## src/rtl/hpt_pkg.sv

```systemverilog
// Purpose: shared constants for the host to pci i/o and configuration translator
// Assumes: 34-bit host address, 32-bit apb register bus
// Notes: pci command codes follow the published pci bus encoding
package hpt_pkg;
    localparam int HOST_AW = 34;
    localparam int APB_AW = 12;
    // host address decode
    localparam logic [1:0] QUAD_IO = 2'h1;
    localparam logic [3:0] WIN_IACK_CODE = 4'hB;
    localparam logic [2:0] WIN_IO_CODE = 3'h6;
    localparam logic [2:0] WIN_CFG_CODE = 3'h7;
    // pci bus commands
    localparam logic [3:0] CMD_IACK = 4'h0;
    localparam logic [3:0] CMD_SPECIAL = 4'h1;
    localparam logic [3:0] CMD_IO_RD = 4'h2;
    localparam logic [3:0] CMD_IO_WR = 4'h3;
    localparam logic [3:0] CMD_CFG_RD = 4'hA;
    localparam logic [3:0] CMD_CFG_WR = 4'hB;
    // configuration target bus select
    localparam logic [1:0] BUS_PRIMARY = 2'h0;
    localparam logic [1:0] BUS_SECONDARY = 2'h1;
    // highest primary device that owns an idsel line
    localparam logic [4:0] IDSEL_MAX_DEV = 5'h14;
    localparam int IDSEL_W = 21;
    // fixed-zero extension value
    localparam logic [7:0] FIXED_EXT_VAL = 8'h00;
    // register offsets (byte addresses)
    localparam logic [APB_AW-1:0] REG_FIXED_EXT = 12'h000;
    localparam logic [APB_AW-1:0] REG_PROG_EXT = 12'h004;
    localparam logic [APB_AW-1:0] REG_STATUS = 12'h008;
    // reset values
    localparam logic [31:0] PROG_EXT_RST = 32'h0000_0000;
    localparam logic [15:0] COUNT_RST = 16'h0000;
    // status field positions
    localparam int ST_CMD_LSB = 16;
    localparam int ST_ILLEGAL_BIT = 20;
    localparam int ST_MISS_BIT = 21;
    // decoded host windows
    typedef enum logic [1:0] {
        HPT_WIN_NONE,
        HPT_WIN_IACK,
        HPT_WIN_IO,
        HPT_WIN_CFG
    } hpt_win_e;
endpackage : hpt_pkg

```

## src/rtl/hpt_lane_decode.sv

```systemverilog
// Purpose: size and lane decode into active-low byte enables and ad<2:0>
// Assumes: address bits 7:3 of a sparse-space host access
// Notes: purely combinational
`timescale 1ns/1ps
module hpt_lane_decode
    import hpt_pkg::*;
(
    input wire logic [7:3] addr_i,
    output logic [3:0] be_n_o,
    output logic [2:0] ad_low_o,
    output logic legal_o
);
    logic [1:0] lane;
    logic [1:0] size;

    assign lane = addr_i[6:5];
    assign size = addr_i[4:3];

    always_comb
    begin
        be_n_o = 4'hF;
        ad_low_o = {addr_i[7], lane};
        legal_o = 1'b1;
        case (size)
            2'h0:
            begin
                be_n_o = ~(4'h1 << lane);
            end
            2'h1:
            begin
                if (lane != 2'h3)
                begin
                    be_n_o = ~(4'h3 << lane);
                end
                else
                begin
                    legal_o = 1'b0;
                end
            end
            2'h2:
            begin
                if (lane[1] == 1'b0)
                begin
                    be_n_o = ~(4'h7 << lane);
                end
                else
                begin
                    legal_o = 1'b0;
                end
            end
            default:
            begin
                if (lane == 2'h0)
                begin
                    be_n_o = 4'h0;
                end
                else if (lane == 2'h3)
                begin
                    be_n_o = 4'h0;
                    ad_low_o = 3'h0;
                end
                else
                begin
                    legal_o = 1'b0;
                end
            end
        endcase
    end
endmodule : hpt_lane_decode

```

## src/rtl/hpt_bridge.sv

```systemverilog
// Purpose: translate host accesses in the iack, sparse i/o and config windows to pci
// Assumes: one host request per cycle at most, same clock; apb slave with zero wait
// Notes: one registered cycle from host request to pci address phase
//
// The register offsets and the APB register port are this design's own decisions.
`timescale 1ns/1ps
module hpt_bridge
    import hpt_pkg::*;
(
    input wire logic sys_clk_i,
    input wire logic reset_i,
    // host side
    input wire logic host_req_i,
    input wire logic host_write_i,
    input wire logic [hpt_pkg::HOST_AW-1:0] host_address_i,
    // pci address phase
    output logic pci_req_o,
    output logic [3:0] pci_cmd_o,
    output logic [31:0] pci_ad_o,
    output logic [3:0] pci_cbe_n_o,
    output logic pci_illegal_o,
    output logic host_miss_o,
    // apb slave
    input wire logic psel_i,
    input wire logic penable_i,
    input wire logic pwrite_i,
    input wire logic [hpt_pkg::APB_AW-1:0] paddr_i,
    input wire logic [31:0] pwdata_i,
    output logic [31:0] prdata_o,
    output logic pready_o,
    output logic pslverr_o
);
    import hpt_pkg::*;

    hpt_win_e win;
    logic [3:0] lane_be_n;
    logic [2:0] lane_ad;
    logic lane_legal;
    logic [7:0] ext_hi;
    logic [IDSEL_W-1:0] idsel;
    logic [4:0] dev;
    logic req_q, req_d;
    logic [3:0] cmd_q, cmd_d;
    logic [31:0] ad_q, ad_d;
    logic [3:0] be_n_q, be_n_d;
    logic illegal_q, illegal_d;
    logic miss_q, miss_d;
    logic [31:0] prog_ext_q, prog_ext_d;
    logic [15:0] count_q, count_d;
    logic [3:0] last_cmd_q, last_cmd_d;
    logic last_illegal_q, last_illegal_d;
    logic last_miss_q, last_miss_d;
    logic [31:0] prdata_q, prdata_d;
    logic pready_q, pready_d;
    logic pslverr_q, pslverr_d;
    logic apb_setup;
    logic apb_write;

    hpt_lane_decode u_lane
    (
        .addr_i(host_address_i[7:3]),
        .be_n_o(lane_be_n),
        .ad_low_o(lane_ad),
        .legal_o(lane_legal)
    );

    always_comb
    begin
        win = HPT_WIN_NONE;
        if (host_address_i[33:32] == QUAD_IO)
        begin
            if (host_address_i[31:28] == WIN_IACK_CODE)
            begin
                win = HPT_WIN_IACK;
            end
            else if (host_address_i[31:29] == WIN_IO_CODE)
            begin
                win = HPT_WIN_IO;
            end
            else if (host_address_i[31:29] == WIN_CFG_CODE)
            begin
                win = HPT_WIN_CFG;
            end
        end
    end

    assign ext_hi = (host_address_i[28:23] == 6'h00) ? FIXED_EXT_VAL : prog_ext_q[31:24];

    assign dev = host_address_i[20:16];
    assign idsel = (dev <= IDSEL_MAX_DEV) ? IDSEL_W'(21'h000001 << dev) : '0;

    // address phase translation
    always_comb
    begin
        req_d = 1'b0;
        cmd_d = cmd_q;
        ad_d = ad_q;
        be_n_d = be_n_q;
        illegal_d = 1'b0;
        miss_d = 1'b0;
        if (host_req_i)
        begin
            case (win)
                HPT_WIN_IACK:
                begin
                    req_d = 1'b1;
                    ad_d = 32'h0000_0000;
                    if (host_write_i)
                    begin
                        cmd_d = CMD_SPECIAL;
                        be_n_d = 4'h0;
                    end
                    else
                    begin
                        cmd_d = CMD_IACK;
                        be_n_d = lane_be_n;
                        illegal_d = ~lane_legal;
                    end
                end
                HPT_WIN_IO:
                begin
                    req_d = 1'b1;
                    cmd_d = host_write_i ? CMD_IO_WR : CMD_IO_RD;
                    ad_d = {ext_hi, host_address_i[28:8], lane_ad};
                    be_n_d = lane_be_n;
                    illegal_d = ~lane_legal;
                end
                HPT_WIN_CFG:
                begin
                    req_d = 1'b1;
                    cmd_d = host_write_i ? CMD_CFG_WR : CMD_CFG_RD;
                    be_n_d = lane_be_n;
                    illegal_d = ~lane_legal;
                    if (prog_ext_q[1:0] == BUS_PRIMARY)
                    begin
                        ad_d = {idsel, host_address_i[15:13], host_address_i[12:7],
                            prog_ext_q[1:0]};
                    end
                    else
                    begin
                        ad_d = {8'h00, host_address_i[28:21], host_address_i[20:16],
                            host_address_i[15:13], host_address_i[12:7], prog_ext_q[1:0]};
                    end
                end
                default:
                begin
                    miss_d = 1'b1;
                end
            endcase
        end
    end

    always_ff @(posedge sys_clk_i or posedge reset_i)
    begin
        if (reset_i)
        begin
            req_q <= 1'b0;
            cmd_q <= CMD_IACK;
            ad_q <= 32'h0000_0000;
            be_n_q <= 4'hF;
            illegal_q <= 1'b0;
            miss_q <= 1'b0;
        end
        else
        begin
            req_q <= req_d;
            cmd_q <= cmd_d;
            ad_q <= ad_d;
            be_n_q <= be_n_d;
            illegal_q <= illegal_d;
            miss_q <= miss_d;
        end
    end

    assign pci_req_o = req_q;
    assign pci_cmd_o = cmd_q;
    assign pci_ad_o = ad_q;
    assign pci_cbe_n_o = be_n_q;
    assign pci_illegal_o = illegal_q;
    assign host_miss_o = miss_q;

    // apb register file
    assign apb_setup = psel_i & ~penable_i;
    assign apb_write = psel_i & penable_i & pready_q & pwrite_i;

    always_comb
    begin
        prog_ext_d = prog_ext_q;
        count_d = count_q;
        last_cmd_d = last_cmd_q;
        last_illegal_d = last_illegal_q;
        last_miss_d = last_miss_q;
        prdata_d = prdata_q;
        pready_d = 1'b0;
        pslverr_d = 1'b0;
        if (apb_write && paddr_i == REG_PROG_EXT)
        begin
            prog_ext_d = pwdata_i;
        end
        if (req_q)
        begin
            count_d = count_q + 16'h0001;
            last_cmd_d = cmd_q;
            last_illegal_d = illegal_q;
        end
        if (req_q || miss_q)
        begin
            last_miss_d = miss_q;
        end
        if (apb_setup)
        begin
            pready_d = 1'b1;
            case (paddr_i)
                REG_FIXED_EXT:
                begin
                    prdata_d = {24'h000000, FIXED_EXT_VAL};
                end
                REG_PROG_EXT:
                begin
                    prdata_d = prog_ext_q;
                end
                REG_STATUS:
                begin
                    prdata_d = 32'h0000_0000;
                    prdata_d[15:0] = count_q;
                    prdata_d[ST_CMD_LSB +: 4] = last_cmd_q;
                    prdata_d[ST_ILLEGAL_BIT] = last_illegal_q;
                    prdata_d[ST_MISS_BIT] = last_miss_q;
                end
                default:
                begin
                    prdata_d = 32'h0000_0000;
                    pslverr_d = 1'b1;
                end
            endcase
        end
    end

    always_ff @(posedge sys_clk_i or posedge reset_i)
    begin
        if (reset_i)
        begin
            prog_ext_q <= PROG_EXT_RST;
            count_q <= COUNT_RST;
            last_cmd_q <= CMD_IACK;
            last_illegal_q <= 1'b0;
            last_miss_q <= 1'b0;
            prdata_q <= 32'h0000_0000;
            pready_q <= 1'b0;
            pslverr_q <= 1'b0;
        end
        else
        begin
            prog_ext_q <= prog_ext_d;
            count_q <= count_d;
            last_cmd_q <= last_cmd_d;
            last_illegal_q <= last_illegal_d;
            last_miss_q <= last_miss_d;
            prdata_q <= prdata_d;
            pready_q <= pready_d;
            pslverr_q <= pslverr_d;
        end
    end

    assign prdata_o = prdata_q;
    assign pready_o = pready_q;
    assign pslverr_o = pslverr_q;
endmodule : hpt_bridge

```

## config.mk

```make
export PLATFORM = sky130hd
export DESIGN_NAME = hpt_bridge
export DESIGN_NICKNAME = d
export VERILOG_FILES = /design/src/rtl/hpt_pkg.sv /design/src/rtl/hpt_lane_decode.sv /design/src/rtl/hpt_bridge.sv
export SDC_FILE = /design/constraint.sdc
export NUM_CORES = 1
export LEC_CHECK = 0
export ABC_AREA = 0
export BUFFER_PORTS_ARGS = -buffer_cell sky130_fd_sc_hd__buf_2
export CAP_MARGIN = 30
export CELL_PAD_IN_SITES_DETAIL_PLACEMENT = 1
export CELL_PAD_IN_SITES_GLOBAL_PLACEMENT = 1
export CORE_UTILIZATION = 43
export CTS_CLUSTER_SIZE = 14
export DETAILED_ROUTE_END_ITERATION = 8
export GPL_ROUTABILITY_DRIVEN = 0
export PLACE_DENSITY_LB_ADDON = 0.2
export SKIP_CTS_REPAIR_TIMING = 1
export SYNTH_ARGS = -nofsm -noshare
export SYNTH_HDL_FRONTEND = slang
export SYNTH_HIERARCHICAL = 1
export SYNTH_SLANG_ARGS = --single-unit
```

## constraint.sdc

```tcl
create_clock -name sys_clk_i -period 14.8 [get_ports sys_clk_i]
set_clock_uncertainty 0.15 [all_clocks]
set_input_delay 3.7 -clock sys_clk_i [delete_from_list [all_inputs] [get_ports sys_clk_i]]
set_output_delay 3.7 -clock sys_clk_i [all_outputs]
set_load 0.005 [all_outputs]
```

Word level (Yosys, flattened, before mapping)
Index checks and enable logic that the tools add are counted.

storage, ports and cells
  output and inout bits = 77
  bits in registers = 131

cells by class
  $lt $le $gt $ge = 1
  equality and inequality tests = 13
  shift-type cells = 4
  mux-type cells = 38
  $add $sub $neg = 1
  reduce and logical (&&, ||, !) cells = 15
  bitwise operators = 9

operator list
  cell                                               count
  case mux 32 bit (3 select lines)                   1
  case mux 32 bit (2 select lines)                   1
  2-to-1 mux 32 bit                                  1
  case mux 4 bit (3 select lines)                    2
  2-to-1 mux 21 bit                                  1
  left shift 1 x 5 -> 21 bit (first input constant)  1
  2-to-1 mux 4 bit                                   5
  adder 16 x 1 -> 16 bit (second input constant)     1
  2-to-1 mux 1 bit                                   16
  == test 12 x 3 -> 1 bit (second input constant)    1
  == test 12 x 4 -> 1 bit (second input constant)    1
  logical NOT 12 bit                                 1
  NOT 4 bit                                          3
  2-to-1 mux 3 bit                                   3
  OR reduction 3 bit                                 3
  == test 2 bit (second input constant)              4
  2-to-1 mux 2 bit                                   4
  2-to-1 mux 8 bit                                   1
  case mux 4 bit (2 select lines)                    1
  == test 2 x 1 -> 1 bit (second input constant)     3
  == test 3 bit (second input constant)              2
  logical NOT 2 bit                                  3
  logical NOT 6 bit                                  1
  <= comparator 5 bit (second input constant)        1
  15 further kinds                                   20

Longest topological paths before layout
  word-level depth = 9
  gate-level depth with buffers = 7
  depth with buffers taken out = 7

By module
Netlist, hierarchy kept.

by module, submodules not included
  module           area each (um^2)  cells an instance  instances
  hpt_bridge       5,378.9           453                1
  hpt_lane_decode  222.7             32                 1

Least setup slack after synthesis
Ideal clock, no wire load.

  kind = input -> register
  start point = input port paddr_i[7] (netlist name)
  end point = register prog_ext_q[0]
  path slack = 9,326 ps
  library setup time = 127 ps
  required time = 14,523 ps
  stages = 6
  buffers on the path = 2
  arrival = 5,196 ps
  cell sequence = or4_1 > nor3_2 > and4b_1 > buf_4 > buf_8 > mux2_1

between the ends
  cells in the longest elaborated chain, start to end = 2

RTL lines
  what                     RTL line           RTL
  from (decl)              hpt_bridge.sv:27   input wire logic [hpt_pkg::APB_AW-1:0] paddr_i,
  == test 12 x 3 -> 1 bit  hpt_bridge.sv:196  if (apb_write && paddr_i == REG_PROG_EXT)
  logical AND 1 bit        hpt_bridge.sv:196
  to (signal assigned)     hpt_bridge.sv:254  prog_ext_q <= prog_ext_d;
  to (decl)                hpt_bridge.sv:48   logic [31:0] prog_ext_q, prog_ext_d;

Every way passes these cells.
A chain may end at the register's enable or synchronous reset.

Worst setup path in the final report
  start point = input port paddr_i[7] (netlist name)
  end point = register prog_ext_q[30]

The elaborated chain is that of the path after synthesis.

==> results.py <==
metrics = {
    "run": {
        "drv_cap": 0,
    },
    "clock_tree": {
        "cts_tree": "done",
        "clock_latency_ns": 0.42,
        "cts_buffer_depth": 2,
        "cts.sinks": 129,
        "cts_root_buffer": "clkbuf_16",
        "path_clk_slew_ns": 0.05,
        "cts_buffers": 17,
        "h-tree-depth": 4,
    },
    "pwr": {
        "p_per_area_nw_per_um2": 132,
        "irDropWorstVdd_v": 0.0000779,
        "power.total_mw": 0.952,
        "p_leak_nw": 3.82,
    },
    "grt": {
        "antenna_found_initial": 0,
        "grt_max_degree": 79,
        "grt_util_all_layers_pct": 23.7,
        "globalRouteOverflowTotal": 0,
        "grt_pass1_wl_um": 23900,
        "first_global_vias": 4659,
    },
    "logic_synthesis": {
        "netlist_instances": 485,
        "yosysSeqAreaShare_pct": 57.7,
        "synth_cell_types": 54,
        "ys_warn_count": 6,
        "synth_top_cell_by_area": "dfrtp_1",
        "synth-edff-count": 0,
        "synthFlopType": "dfrtp_1",
        "ys_ff_latch": 129,
        "synth.area.top_cells": "dfrtp_1 56%, mux2_1 6.0%, nand2_1 4.8%",
        "avgSynthCellArea_um2": 11.5,
        "ys_async_sr_fraction_pct": 100,
        "synth_area_um2": 5600,
        "yosys.area.top_type_share_pct": 55.8,
        "syn_nets": 575,
    },
    "setup_path": {
        "worstPathRequired_ns": 14.95,
        "cp_cell_sequence": "buf_2 -> or4_1 -> nor3_2 -> and4b_2 -> mux2_2",
        "rr_endpoint": "pci_ad_o[14]$_DFFE_PP0P_",
        "cp-startpoint": "paddr_i[7]",
        "cp_max_fo": 32,
        "cp_slowest_cell": "and4b_2",
        "cp-start-kind": "primary input",
        "r2r_slack_ns": 12.63,
        "criticalPathCategory": "primary input to flop",
        "r2r_cells": 4,
        "end_kind": "flop",
        "worstPathArrival_ns": 5.87,
        "reg2reg_from": "prog_ext_q[0]$_DFFE_PP0P_",
        "worst_path_largest_cell_delay_ns": 0.85,
    },
    "floorplanning": {
        "rows": 41,
        "dieArea_um2": 13500,
        "die_width_um": 116,
        "start_util_pct": 44.2,
        "dieHeight_um": 116,
        "core_um2": 12700,
        "ios": 162,
    },
    "sta": {
        "whs_ns": 0.301,
        "hold_violations": 0,
        "slew_headroom_pct": 42.0,
        "tns_ns": 0,
        "min_period_ns": 5.72,
        "worst-slew-pin-transition_ns": 0.871,
        "setup-violations-final": 0,
        "rsz0062_at_grt": "no",
        "clock.fmax_mhz": 175,
        "slew_violations": 0,
        "fin_crit_sh_pct": 38.7,
    },
    "drt": {
        "drtIter0Drc": 239,
        "drt_wl_total_um": 15100,
        "ant_nets": 0,
        "vias": 4415,
        "routed_via_density": 5.34,
        "drc": 0,
        "routedWlPerCell_um": 18.2,
        "drtPass1Iterations": 5,
    },
    "min_path": {
        "min_to": "pci_cbe_n_o[2]$_DFFE_PP1P_",
        "hold_class": "flop to flop",
        "hold_depth": 2,
        "hold_start": "pci_cbe_n_o[2]$_DFFE_PP1P_",
    },
    "outcome": {
        "status": "complete, no violations",
    },
    "finish": {
        "final_common_cell": "buf_2",
        "final_cell_mix": "158 x buf_2, 125 x dfrtp_1, 72 x nand2_1",
        "drive_gt1_share_pct": 33.6,
        "layout.nets": 732,
        "antenna_cells": 0,
        "syn_to_final_growth_pct": 28.7,
    },
    "placement": {
        "hpwl_um": 10200,
        "portBuffers": 157,
    },
}
cell usage after synthesis, types with 2 or more instances:
| master | number |
|---|---|
| a211oi_1 | 2 |
| a21o_1 | 4 |
| a21oi_1 | 9 |
| a221oi_1 | 8 |
| a22o_1 | 20 |
| a22oi_1 | 28 |
| a32oi_1 | 3 |
| and3_1 | 3 |
| and4_1 | 2 |
| and4b_1 | 2 |
| buf_2 | 6 |
| buf_4 | 4 |
| buf_8 | 3 |
| clkbuf_1 | 13 |
| dfrtp_1 | 125 |
| dfstp_2 | 4 |
| ha_1 | 5 |
| inv_1 | 9 |
| mux2_1 | 30 |
| mux2_2 | 9 |
| mux2i_1 | 5 |
| nand2_1 | 72 |
| nand2b_1 | 4 |
| nand3_1 | 12 |
| nand4_1 | 4 |
| nor2_1 | 29 |
| nor2b_1 | 2 |
| nor3_1 | 4 |
| nor4_1 | 7 |
| o21ai_0 | 10 |
| o31ai_1 | 4 |
| or2_2 | 2 |
| or3_1 | 3 |
| or3b_2 | 2 |
| or4_1 | 2 |
| or4bb_1 | 2 |
| xnor2_1 | 11 |
| xor2_1 | 5 |
worst max-delay path by stage:
stage                            endpoint  slack, ns
6_report       prog_ext_q[30]$_DFFE_PP0P_       9.08
3_5_place_dp   prog_ext_q[31]$_DFFE_PP0P_       8.62
2_1_floorplan      count_q[0]$_DFFE_PP0P_       7.52
4_1_cts        prog_ext_q[30]$_DFFE_PP0P_       9.06
5_1_grt        prog_ext_q[30]$_DFFE_PP0P_       8.95
3_3_place_gp   prog_ext_q[30]$_DFFE_PP0P_       8.64
per-layer routing:
metal	global-route usage (%)	vias to the layer above	share of wire, %
li1	-	2062	-
met1	27.7	2207	40
met2	42.2	129	53
met3	7.06	17	5.8
met4	7.01	0	1.1
met5	0	-	0
cell type report:
type                    instances  area [um^2]
flip-flops and latches        129         3230
fillers                      1397         5460
clock buffers                  24          522
clock inverters                 8          146
well taps                     172          215
multi-input cells             320         2190
repair buffers                164          856
inverters                      10         42.5
power breakdown:
group | total [mW] | internal (mW) | leakage (nW) | switching [mW]
Sequential | 0.398 | 0.380 | 1.73 | 0.0184
Clock | 0.465 | 0.313 | 0.328 | 0.152
Combinational | 0.0892 | 0.0423 | 1.75 | 0.0469
sequential cells by signal (all words and copies together) (netlist names), 3 cells and up:
register / flops
pci_ad_o: 32
prdata_o: 32
prog_ext_q: 32
count_q: 16
pci_cbe_n_o: 4
last_cmd_q: 3
pci_cmd_o: 3
critical path: cells and delay by family:
family,cells,cell delay (ns)
and+or+nand+nor,3,1.65
muxes,1,0.41
buffers and inverters,1,0.09
per-stage QoR:
step                      instance area (um^2)  std cells  setup slack, ns  util (%)
after floorplan                           5600        485             7.52         -
after global placement                    6510        793             8.64      51.4
after detailed placement                  6510        794             8.62      51.4
after global routing                      7210        827             8.95      56.9
final                                     7210        827             9.08      56.9
after CTS                                 7180        826             9.06      56.7
cell families after synthesis:
group | Yosys count | share of synthesized area (%)
xor gates and xnor gates | 16 | 2.50
buffers and inverters | 36 | 3.42
and+or+nand+nor | 162 | 14.2
DFF | 129 | 57.7
adders and majority gates | 5 | 1.12
AOI/OAI and AO/OA | 92 | 12.2
muxes | 44 | 8.73
other | 1 | 0.0669
Power figures use the tool's default switching activity.
